File: src/tlip_params.svh
`ifndef TLIP_PARAMS_SVH
`define TLIP_PARAMS_SVH

// Special-function addresses of the three configuration registers
`define TLIP_ADDR_ENABLE 8'ha8
`define TLIP_ADDR_LEVEL  8'hb8
`define TLIP_ADDR_AUX    8'ha9

// Reset values
`define TLIP_RST_ENABLE 8'h00
`define TLIP_RST_LEVEL  8'h00
`define TLIP_RST_AUX    8'ha0

// Enable register fields
`define TLIP_EN_GATE_BIT 7
`define TLIP_EN_CONV_BIT 6
`define TLIP_EN_T2_BIT   5
`define TLIP_EN_UART_BIT 4
`define TLIP_EN_T1_BIT   3
`define TLIP_EN_X1_BIT   2
`define TLIP_EN_T0_BIT   1
`define TLIP_EN_X0_BIT   0

// Aux register fields
`define TLIP_AUX_LVL_TIC_BIT  6
`define TLIP_AUX_LVL_PSM_BIT  5
`define TLIP_AUX_LVL_SER_BIT  4
`define TLIP_AUX_ZERO_BIT     3
`define TLIP_AUX_EN_TIC_BIT   2
`define TLIP_AUX_EN_PSM_BIT   1
`define TLIP_AUX_EN_SER_BIT   0
`define TLIP_AUX_WMASK        8'h77

// Level register writable bits (bit 7 reserved)
`define TLIP_LVL_WMASK        8'h7f

// Vector addresses, indexed by polling rank
`define TLIP_VEC_PSM   16'h0043
`define TLIP_VEC_WDOG  16'h005b
`define TLIP_VEC_X0    16'h0003
`define TLIP_VEC_CONV  16'h0033
`define TLIP_VEC_T0    16'h000b
`define TLIP_VEC_X1    16'h0013
`define TLIP_VEC_T1    16'h001b
`define TLIP_VEC_SER   16'h003b
`define TLIP_VEC_UART  16'h0023
`define TLIP_VEC_T2    16'h002b
`define TLIP_VEC_TIC   16'h0053

`define TLIP_NSRC 11

`endif

File: src/tlip_pkg.sv
package tlip_pkg;

	// Raw request flags from the peripherals
	typedef struct packed {
		logic supply_monitor_flag;
		logic watchdog_timeout_flag;
		logic ext_int0_flag;
		logic main_conv_ready;
		logic aux_conv_ready;
		logic timer0_overflow;
		logic ext_int1_flag;
		logic timer1_overflow;
		logic twowire_int_flag;
		logic serial_periph_int_flag;
		logic uart_receive_done;
		logic uart_transmit_done;
		logic timer2_overflow;
		logic timer2_external_flag;
		logic interval_counter_flag;
	} tlip_req_s;

	// Special-function register write port
	typedef struct packed {
		logic       we;
		logic [7:0] addr;
		logic [7:0] data;
	} tlip_sfr_wr_s;

	typedef enum logic [2:0] {
		TLIP_IDLE = 3'b001,
		TLIP_PUSH = 3'b010,
		TLIP_LOAD = 3'b100
	} tlip_state_e;

endpackage : tlip_pkg

File: src/tlip_prioritizer.sv
// How it works
// (RULE_01) High request preempts low-level service routine
// (RULE_02) Simultaneous levels: high dispatched before low
// (RULE_03) Same level cannot preempt active routine
// (RULE_04) Poll order: supply, watchdog, ext0, converter, timer0, ext1
// (RULE_05) Then timer1, serial, uart, timer2, interval counter
// (RULE_06) Push program counter before entering routine
// (RULE_07) Vectors 03,0B,13,1B,23,2B for core sources
// (RULE_08) Vectors 33,3B,43,53,5B; shared vectors
// (RULE_09) Watchdog interrupts when select bit set
// (RULE_10) Watchdog request always high level
// (RULE_11) Global gate never masks watchdog
// (RULE_12) Watchdog interrupts only with nonzero timeout
// (RULE_13) Per-source enable and two-level select
// (RULE_14) Enable register A8, reset 00, bit7 gate
// (RULE_15) Level register B8, reset 00, one=high
// (RULE_16) Aux register A9, reset A0, bit3 zero
// (RULE_17) Return instruction releases the exited level
// (RULE_18) Maskable source needs own and global enable
`timescale 1ns/1ps
`include "tlip_params.svh"

module tlip_prioritizer (
	// Clock and reset
	input  wire logic                  clk_i,
	input  wire logic                  rst_n_i,
	// Request flags, already in the core clock domain
	input  wire tlip_pkg::tlip_req_s   req_i,
	input  wire logic                  watchdog_irq_select_i,
	input  wire logic                  watchdog_timeout_nz_i,
	// Register writes from the core
	input  wire tlip_pkg::tlip_sfr_wr_s sfr_wr_i,
	// Core handshake
	input  wire logic                  core_ack_i,
	input  wire logic                  reti_i,
	input  wire logic [15:0]           pc_i,
	// Outputs to the core
	output logic                       push_o,
	output logic [15:0]                push_pc_o,
	output logic                       vector_load_o,
	output logic [15:0]                vector_o,
	output logic [3:0]                 src_rank_o,
	output logic                       active_high_o,
	output logic                       active_low_o,
	output logic [7:0]                 irq_enable_reg_o,
	output logic [7:0]                 irq_level_reg_o,
	output logic [7:0]                 aux_irq_reg_o
);

	localparam int NSRC = `TLIP_NSRC;

	logic [7:0]           irq_enable_reg;
	logic [7:0]           irq_level_reg;
	logic [7:0]           aux_irq_reg;
	logic                 act_hi;
	logic                 act_lo;
	tlip_pkg::tlip_state_e state;
	logic [NSRC-1:0]      raw;
	logic [NSRC-1:0]      en;
	logic [NSRC-1:0]      lvl;
	logic [NSRC-1:0]      elig_hi;
	logic [NSRC-1:0]      elig_lo;
	logic                 pick_valid;
	logic                 pick_hi;
	logic [3:0]           pick_rank;
	logic                 global_irq_gate;

	// Lowest index wins, index 0 is the top polling rank
	function automatic logic [3:0] first_set(input logic [NSRC-1:0] v);
		logic [3:0] r;
		r = 4'hf;
		for (int i = NSRC - 1; i >= 0; i--) begin
			if (v[i]) begin
				r = 4'(i);
			end
		end
		return r;
	endfunction : first_set

	function automatic logic [15:0] vec_of(input logic [3:0] r);
		logic [15:0] v;
		case (r)
			4'h0:    v = `TLIP_VEC_PSM;
			4'h1:    v = `TLIP_VEC_WDOG;
			4'h2:    v = `TLIP_VEC_X0;
			4'h3:    v = `TLIP_VEC_CONV;
			4'h4:    v = `TLIP_VEC_T0;
			4'h5:    v = `TLIP_VEC_X1;
			4'h6:    v = `TLIP_VEC_T1;
			4'h7:    v = `TLIP_VEC_SER;
			4'h8:    v = `TLIP_VEC_UART;
			4'h9:    v = `TLIP_VEC_T2;
			default: v = `TLIP_VEC_TIC;
		endcase
		return v;
	endfunction : vec_of

	// ------------------------------------------------------------
	// Configuration registers
	// ------------------------------------------------------------
	always_ff @(posedge clk_i) begin
		if (!rst_n_i) begin
			irq_enable_reg <= `TLIP_RST_ENABLE; // see RULE_14
			irq_level_reg  <= `TLIP_RST_LEVEL; // see RULE_15
			aux_irq_reg    <= `TLIP_RST_AUX; // see RULE_16
		end else if (sfr_wr_i.we) begin
			case (sfr_wr_i.addr)
				`TLIP_ADDR_ENABLE: irq_enable_reg <= sfr_wr_i.data; // see RULE_13
				`TLIP_ADDR_LEVEL:  irq_level_reg  <= sfr_wr_i.data & `TLIP_LVL_WMASK;
				// Reserved top bit keeps its reset one, bit 3 is forced to zero
				`TLIP_ADDR_AUX:    aux_irq_reg <= (sfr_wr_i.data & `TLIP_AUX_WMASK)
				                                  | (`TLIP_RST_AUX & ~`TLIP_AUX_WMASK); // see RULE_16
				default: ;
			endcase
		end
	end

	// ------------------------------------------------------------
	// Request gating, in polling-rank order
	// ------------------------------------------------------------
	assign global_irq_gate = irq_enable_reg[`TLIP_EN_GATE_BIT];

	always_comb begin
		raw = {req_i.interval_counter_flag,
		       req_i.timer2_overflow | req_i.timer2_external_flag,
		       req_i.uart_receive_done | req_i.uart_transmit_done,
		       req_i.twowire_int_flag | req_i.serial_periph_int_flag,
		       req_i.timer1_overflow,
		       req_i.ext_int1_flag,
		       req_i.timer0_overflow,
		       req_i.main_conv_ready | req_i.aux_conv_ready,
		       req_i.ext_int0_flag,
		       req_i.watchdog_timeout_flag & watchdog_irq_select_i
		         & watchdog_timeout_nz_i, // see RULE_09 see RULE_12
		       req_i.supply_monitor_flag}; // see RULE_04 see RULE_05 see RULE_08
		en  = {aux_irq_reg[`TLIP_AUX_EN_TIC_BIT],
		       irq_enable_reg[`TLIP_EN_T2_BIT],
		       irq_enable_reg[`TLIP_EN_UART_BIT],
		       aux_irq_reg[`TLIP_AUX_EN_SER_BIT],
		       irq_enable_reg[`TLIP_EN_T1_BIT],
		       irq_enable_reg[`TLIP_EN_X1_BIT],
		       irq_enable_reg[`TLIP_EN_T0_BIT],
		       irq_enable_reg[`TLIP_EN_CONV_BIT],
		       irq_enable_reg[`TLIP_EN_X0_BIT],
		       1'b1,
		       aux_irq_reg[`TLIP_AUX_EN_PSM_BIT]};
		lvl = {aux_irq_reg[`TLIP_AUX_LVL_TIC_BIT],
		       irq_level_reg[`TLIP_EN_T2_BIT],
		       irq_level_reg[`TLIP_EN_UART_BIT],
		       aux_irq_reg[`TLIP_AUX_LVL_SER_BIT],
		       irq_level_reg[`TLIP_EN_T1_BIT],
		       irq_level_reg[`TLIP_EN_X1_BIT],
		       irq_level_reg[`TLIP_EN_T0_BIT],
		       irq_level_reg[`TLIP_EN_CONV_BIT],
		       irq_level_reg[`TLIP_EN_X0_BIT],
		       1'b1, // see RULE_10
		       aux_irq_reg[`TLIP_AUX_LVL_PSM_BIT]};
		// Watchdog (rank 1) bypasses both enables
		for (int i = 0; i < NSRC; i++) begin
			if (i == 1) begin
				en[i] = 1'b1; // see RULE_11
			end else begin
				en[i] = en[i] & global_irq_gate; // see RULE_18
			end
		end
		elig_hi = raw & en & lvl & {NSRC{~act_hi}}; // see RULE_03
		elig_lo = raw & en & ~lvl & {NSRC{~act_hi & ~act_lo}}; // see RULE_01 see RULE_03
		pick_hi = |elig_hi; // see RULE_02
		pick_valid = pick_hi | (|elig_lo);
		pick_rank = pick_hi ? first_set(elig_hi) : first_set(elig_lo);
	end

	// ------------------------------------------------------------
	// Dispatch sequencer
	// ------------------------------------------------------------
	// Rank and level are frozen at decision time so a flag that drops
	// during the push still vectors where the push promised.
	always_ff @(posedge clk_i) begin
		if (!rst_n_i) begin
			state         <= tlip_pkg::TLIP_IDLE;
			push_o        <= 1'b0;
			push_pc_o     <= 16'h0000;
			vector_load_o <= 1'b0;
			vector_o      <= 16'h0000;
			src_rank_o    <= 4'h0;
		end else begin
			push_o        <= 1'b0;
			vector_load_o <= 1'b0;
			case (state)
				tlip_pkg::TLIP_IDLE: begin
					if (pick_valid && !reti_i) begin
						state      <= tlip_pkg::TLIP_PUSH;
						push_o     <= 1'b1; // see RULE_06
						push_pc_o  <= pc_i;
						src_rank_o <= pick_rank;
						vector_o   <= vec_of(pick_rank); // see RULE_07 see RULE_08
					end
				end
				tlip_pkg::TLIP_PUSH: begin
					if (core_ack_i) begin
						state         <= tlip_pkg::TLIP_LOAD;
						vector_load_o <= 1'b1; // see RULE_06
					end else begin
						push_o <= 1'b1;
					end
				end
				tlip_pkg::TLIP_LOAD: state <= tlip_pkg::TLIP_IDLE;
				default:             state <= tlip_pkg::TLIP_IDLE;
			endcase
		end
	end

	// ------------------------------------------------------------
	// Active-level tracking
	// ------------------------------------------------------------
	logic hi_taken;
	always_ff @(posedge clk_i) begin
		if (!rst_n_i) begin
			hi_taken <= 1'b0;
		end else if (state == tlip_pkg::TLIP_IDLE && pick_valid && !reti_i) begin
			hi_taken <= pick_hi;
		end
	end

	always_ff @(posedge clk_i) begin
		if (!rst_n_i) begin
			act_hi <= 1'b0;
			act_lo <= 1'b0;
		end else if (state == tlip_pkg::TLIP_LOAD) begin
			if (hi_taken) begin
				act_hi <= 1'b1;
			end else begin
				act_lo <= 1'b1;
			end
		end else if (reti_i) begin
			// Release the innermost level only
			if (act_hi) begin
				act_hi <= 1'b0; // see RULE_17
			end else begin
				act_lo <= 1'b0; // see RULE_17
			end
		end
	end

	// ------------------------------------------------------------
	// Registered status outputs
	// ------------------------------------------------------------
	always_ff @(posedge clk_i) begin
		if (!rst_n_i) begin
			active_high_o    <= 1'b0;
			active_low_o     <= 1'b0;
			irq_enable_reg_o <= `TLIP_RST_ENABLE;
			irq_level_reg_o  <= `TLIP_RST_LEVEL;
			aux_irq_reg_o    <= `TLIP_RST_AUX;
		end else begin
			active_high_o    <= act_hi;
			active_low_o     <= act_lo;
			irq_enable_reg_o <= irq_enable_reg;
			irq_level_reg_o  <= irq_level_reg;
			aux_irq_reg_o    <= aux_irq_reg;
		end
	end

endmodule : tlip_prioritizer

File: config.mk
export PLATFORM = sky130hd
export DESIGN_NAME = tlip_prioritizer
export DESIGN_NICKNAME = d
export VERILOG_FILES = /design/src/tlip_pkg.sv /design/src/tlip_prioritizer.sv
export VERILOG_INCLUDE_DIRS = /design/src /design/src/src
export SDC_FILE = /design/constraint.sdc
export NUM_CORES = 1
export LEC_CHECK = 0
export BUFFER_PORTS_ARGS = -buffer_cell sky130_fd_sc_hd__buf_4
export CAP_MARGIN = 20
export CORE_MARGIN = 10
export CORE_UTILIZATION = 40
export CTS_BUF_LIST = sky130_fd_sc_hd__clkbuf_16
export CTS_CLUSTER_DIAMETER = 120
export DETAILED_ROUTE_END_ITERATION = 10
export PLACE_DENSITY = 0.66
export SETUP_SLACK_MARGIN = 0.4
export SYNTH_ARGS = -nofsm -noshare
export SYNTH_HDL_FRONTEND = slang
export SYNTH_SLANG_ARGS = --single-unit
File: constraint.sdc
create_clock -name clk_i -period 2.4 [get_ports clk_i]
set_input_delay 0.24 -clock clk_i [delete_from_list [all_inputs] [get_ports clk_i]]
set_output_delay 0.24 -clock clk_i [all_outputs]
set_load 0.01 [all_outputs]
Yosys cells after proc, flatten, opt, wreduce, memory -nomap -nowiden

Memory sizes are Yosys's and may differ from the RTL's. A register that Yosys moved wholly into a read port is not among the register bits.
Index checks and enable logic that the tools add are counted.

Input port bits: 54
Bits in registers: 88
Memories: 1
Latch bits: 0
Word-level logic and storage cells: 108
Bits in read-only memories: 64
Output and inout bits: 64
RAM bits: 0

Shift-type cells: 0
Add/subtract/negate cells: 0
Reductions and logical operators: 16
Div/mod/pow operators: 0
Equality and inequality tests: 11
Magnitude comparators: 0
Multipliers: 0
Bitwise logic cells: 26
Multiplexer cells: 37

Memories:

| name             | words | bits a word | rd ports | clocked after memory_dff | write ports | line                   | RTL |
|---|---|---|---|---|---|---|---|
| (name not given) | 16    | 4           | 1        | 1                        | 0           | tlip_prioritizer.sv:82 | `case (r)` |

Operator list:

| kind               | number |
|---|---|
| $mux 4             | 21 |
| $and 11x11->11     | 5 |
| $eq 8x8->1 const B | 3 |
| $reduce_or 11->1   | 2 |
| $reduce_and 2->1   | 7 |
| $and 1x1->1        | 13 |
| $mux 3             | 4 |
| $not 11->11        | 1 |
| $mux 1             | 10 |
| $ne 2x2->1 const B | 4 |
| $pmux 3 s2         | 1 |
| $or 1x1->1         | 5 |
| $eq 3x1->1 const B | 1 |
| $eq 3x2->1 const B | 1 |
| $eq 3x3->1 const B | 1 |
| $logic_and 1x1->1  | 3 |
| $reduce_and 3->1   | 1 |
| $logic_not 1->1    | 2 |
| $ne 2x1->1 const B | 1 |
| $not 1->1          | 2 |
| $pmux 1 s2         | 1 |
| $reduce_bool 2->1  | 1 |

Depth between registers and ports, before layout

Depth after elaboration: 17
Gate-level depth with buffers: 10
Mapped depth without buffers: 7

Worst setup path after synthesis

OpenSTA, ideal clock, no wires.

Kind: register -> register
Start: reg irq_enable_reg[7]
End: reg vector_o[4]
Arrival time: 1.959 ns
Clock period less this slack: 2.094 ns
Path slack: 0.306 ns
Path buffers: 2
Library setup time: 0.135 ns
Stages on the path, launching flop included: 10
Path through: dfxtp_1 -> buf_6 -> nor2b_1 -> a41o_2 -> nor4_4 -> and2_1 -> buf_6 -> mux2i_1 -> a2111oi_0 -> a311oi_1

Cells in the longest elaborated chain, start to end: 16
Elaborated cells between the ends (all ways): 43
Classes of those cells: mux: 23; bitwise: 16; reduce/logical: 4

Ends and longest elaborated chain:

| element                                        | line                                             | RTL |
|---|---|---|
| start: declaration                             | tlip_prioritizer.sv:52                           | `logic [7:0] irq_enable_reg;` |
| start signal: assignment                       | tlip_prioritizer.sv:103                          | `` irq_enable_reg <= `TLIP_RST_ENABLE; `` |
| start signal: assignment                       | tlip_prioritizer.sv:108                          | `` `TLIP_ADDR_ENABLE: irq_enable_reg <= sfr_wr_i.data; `` |
| $and 1x1->1                                    | tlip_prioritizer.sv:163                          | `en[i] = en[i] & global_irq_gate;` |
| $and 11x11->11 *                               | tlip_prioritizer.sv:166, tlip_prioritizer.sv:167 |  |
| $and 11x11->11 (on tied branches) (2 in a row) | tlip_prioritizer.sv:167, tlip_prioritizer.sv:166 |  |
| $mux 3                                         | tlip_prioritizer.sv:73                           | `if (v[i]) begin` |
| $mux 4 (10 in a row)                           | tlip_prioritizer.sv:73                           |  |
| $mux 4                                         | tlip_prioritizer.sv:170                          | `pick_rank = pick_hi ? first_set(elig_hi) : first_set(elig_lo);` |
| end: declaration                               | tlip_prioritizer.sv:41                           | `output logic [15:0] vector_o,` |

Every way passes the cells marked *; elsewhere a longest branch is shown, timed or not.
A chain may end at the register's enable or synchronous reset.

Worst setup path after layout

Start: reg act_hi
End: reg vector_o[3]

Cells in the longest elaborated chain, start to end: 15
Elaborated cells between the ends (all ways): 32
Classes of those cells: mux: 23; bitwise: 5; reduce/logical: 4

Ends and longest elaborated chain:

| element                  | line                                             | RTL |
|---|---|---|
| start: declaration       | tlip_prioritizer.sv:55                           | `logic act_hi;` |
| start signal: assignment | tlip_prioritizer.sv:227                          | `act_hi <= 1'b0;` |
| start signal: assignment | tlip_prioritizer.sv:231                          | `act_hi <= 1'b1;` |
| start signal: assignment | tlip_prioritizer.sv:238                          | `act_hi <= 1'b0;` |
| $not 1->1 *              | tlip_prioritizer.sv:166, tlip_prioritizer.sv:167 |  |
| $and 1x1->1              | tlip_prioritizer.sv:167                          | `elig_lo = raw & en & ~lvl & {NSRC{~act_hi & ~act_lo}};` |
| $and 11x11->11           | tlip_prioritizer.sv:167                          |  |
| $mux 3                   | tlip_prioritizer.sv:73                           |  |
| $mux 4 (10 in a row)     | tlip_prioritizer.sv:73                           |  |
| $mux 4                   | tlip_prioritizer.sv:170                          |  |

Marked as above.

==> impl_results.md <==
- CP max FO: 6
- Die area: 0.01248 mm²
- Post-Syn Instances: roughly 350
- Worst slew pin tran: ~0.56 ns
- Critical Path, Cell by Cell: buf_6 > nand3b_1 > o22ai_4 > o21ba_4 > o21ba_4 > o21ba_1 > or3_1 > a31oi_1
- Pin count of the biggest net entering global routing: 31
- Synthesized cell area: 0.003364 mm²
- Global-route wire length before repair: around 16 mm
- Dominant synthesized flop cell: dfxtp_1
- Yosys Warn Count: 0
- Clock Skew: 0.009376 ns
- Status: finished, final reports clean
- Worst Reg-to-Reg Cells: 8
- Max Clk Rate: 465.2 MHz
- Switch share: between 20 and 25%
- Worst Hold Depth: 3
- Total power: between 0.002 and 0.003 W
- Critical path class: reg -> reg
- # IOs: 118
- LEAKAGE: 2.053 nW
- Antenna violations before repair: 0
- Count of cell types in the netlist: slightly below 60
- Final hold viol count: 0
- Post-DRT Antenna Nets: 0
- CP max stage cell: dfxtp_4
- Crit path buf inv count: 1
- Hold Path Class: in -> reg
- Fin crit share: 89.56%
- Overflow after GRT: 0
- Max cap viols: 0
- Fin crit period: between 2 and 2.5 ns
- Hold_sp: pc_i[5]
- Rel. slew slack: roughly 62%
- Internal: roughly 0.0022 W
- Final GP Congestion: slightly below 0.9
- # port buffers: roughly 100
- Die height: roughly 110 µm
- Clock latency on the worst-skew pair: roughly 0.33 ns
- Post-CTS Hold Buffers: 0
- Max reg flops: 16
- Dpl hpwl: roughly 7.1 mm
- Hold endpoint: push_pc_o[5]
- Seq pwr share: approximately 46%
- Most common cell on crit path: o21ba_4
- Initial core utilization: between 40% and 50%
- CTS buffer count: 9
- DR vias/cell: 5.085
- DRT iter0 DRCs: ~110
- Setup WS pre-CTS: -0.09398 ns
- Logic pwr share: under 10%
- CP Data Arrival Time: ~2.4 ns
- # DRC: 0
- Synth top area cells: dfxtp_1 46%, mux2i_1 12%, nor2_1 6.2%, and2_1 3.9%, buf_4 3.6%
- Worst Path Required: 2.65 ns
- Sequential fraction of the synthesis area: 45.82%
- Reg2Reg Launch Point: act_hi
- Switching power: about 0.00064 W
- Worst vdd ir: 375.8 µV
- RSZ-0062 raised after global routing: yes
- Final Util: about three fifths
- Root Buffer: clkbuf_16
- Sink Count: 77
- Syn avg cell area: approximately 9.6 µm²
- Htree depth: 3
- Final Max Slew Viols: 0
- Slowest Stage Delay on Critical Path: about 0.37 ns
- Die W: approximately 110 µm
- Async SR Flop Fraction: 0%
- Row count: 33
- Seq cells post-synth: between 70 and 80
- CP delay by family, top: compound AO/OA/AOI/OAI gates
- CTS tree: yes
- CTS clk-pin slew, worst paths: around 0.060 ns
- EDFF count, synth: 0
- Gr usage total: about 15%
- Power per Cell Area: slightly below 600 mW/mm²
- Worst Setup End Kind: flop
- Power share of the clock group: a little under half
- Startpoint types: flop
- Final worst slack: 0.2505 ns
- Reg-to-reg endpoint: vector_o[3]
- Core Box Area: just over 0.008 mm²
- Area delta synth->final: 45.89%
- Yosys top cell area share: 45.82%
- Routed WL: just under 10 mm
- Clk buf depth: 2
- # setup viols final: 0
- Vias post-DR: 2990
- Final #Nets: 532
- Vias in the first global route: just over 3k
- Initial DRT Pass Iterations: 4
- Layout cells sized above 1: between 30% and 40%
- Antenna diodes: 0
- Post-DR wirelength/cell: between 15 and 20 µm
- Synth area leader: dfxtp_1
- R2R setup slack: roughly 0.25 ns
-- cells in the final DEF (no fill, tap or decap), drive strengths merged, types with 4 or more instances in the layout --
cell type	instances
a211oi	4
a21oi	7
and2	22
and3	4
buf	134
clkbuf	10
conb	13
dfxtp	77
inv	5
mux2i	40
nand2	7
nand2b	4
nand3	6
nand3b	8
nor2	56
o21a	4
o21ai	17
o22ai	6
o31ai	4
or2	4
-- cells in the mapped netlist (3+ instances only) --
cell type	instances
dfxtp_1	77
nor2_1	56
mux2i_1	40
and2_1	21
buf_4	16
clkbuf_1	9
o21ai_0	9
nand3b_1	8
o21ai_1	8
nand2_1	7
a21oi_1	6
nand3_1	6
o22ai_1	5
a211oi_1	4
and3_1	4
inv_1	4
nand2b_1	4
o21a_1	4
a211o_1	3
and3b_1	3
o21ba_1	3
o31ai_1	3
or2_2	3
-- worst register-to-register path: stages (launching register included) --
cell      delay, ns
dfxtp_4        0.37
buf_6          0.14
nand3b_1       0.19
o22ai_4        0.26
o21ba_4        0.20
o21ba_4        0.20
o21ba_1        0.20
or3_1          0.35
a31oi_1        0.17
-- per-stage QoR --
stage / std cells / setup TNS [ns] / cell area (µm²) / hold WS, ns
finish: 588 / 0 / 4908 / 0.1410
global route: 588 / 0 / 4908 / 0.1389
CTS: 581 / 0 / 4767 / 0.1422
detailed placement: 553 / -0.8182 / 4254 / 0.4695
global placement: 553 / -0.02407 / 4254 / 0.4710
floorplan: 362 / 0 / 3426 / 0.3651
-- timing repair --
action,in CTS,in global routing
setup endpoints to repair,29,27
cloned,2,1
pin swaps,10,6
setup buffers,10,6
resized for setup,27,15
-- area by class of cell --
class,count,area [µm²]
multi-input cells,251,1814
clock buffers,9,225.2
repair buffers,135,1100
fillers,728,3308
flip-flops and latches,77,1548
clock inverters,7,75.07
inverters,4,15.01
well taps,105,131.4
-- per-layer routing --
layer,up-vias,GRT usage [%],wire length (µm)
li1,1476,-,-
met1,1397,17.17,4119
met2,102,25.29,4816
met3,15,5.153,634
met4,0,5.998,191
met5,-,0,0
-- power by group through the flow --
stage | sequential (W) | combinational (W) | clock (W)
6_report | 0.00130 | 0.000212 | 0.00134
5_1_grt | 0.00130 | 0.000231 | 0.00142
3_3_place_gp | 0.00133 | 0.000184 | 0
3_5_place_dp | 0.00133 | 0.000187 | 0
4_1_cts | 0.00130 | 0.000201 | 0.00136
2_1_floorplan | 0.00133 | 0.0000866 | 0
-- worst max-delay path by stage --
stage                      start           end  cells past startpoint  slack (ns)
final                     act_hi   vector_o[3]                      8        0.25
after global routing      act_hi   vector_o[3]                      9        0.15
after floorplan           act_hi   vector_o[4]                      9        0.40
after detailed placement  act_hi   vector_o[4]                      8       -0.09
after CTS                 act_hi  push_pc_o[5]                      9        0.31
after global placement    act_hi   vector_o[4]                      7       -0.02
-- logic make-up after synthesis --
group / synth area share, %
AO/OA/AOI/OAI: 14.21
buffers and inverters: 6.210
flip-flops: 45.82
multiplexers: 11.90
other: 0.2232
AND/OR/NAND/NOR: 21.64
Note: power is estimated with default switching activity, not from simulation.
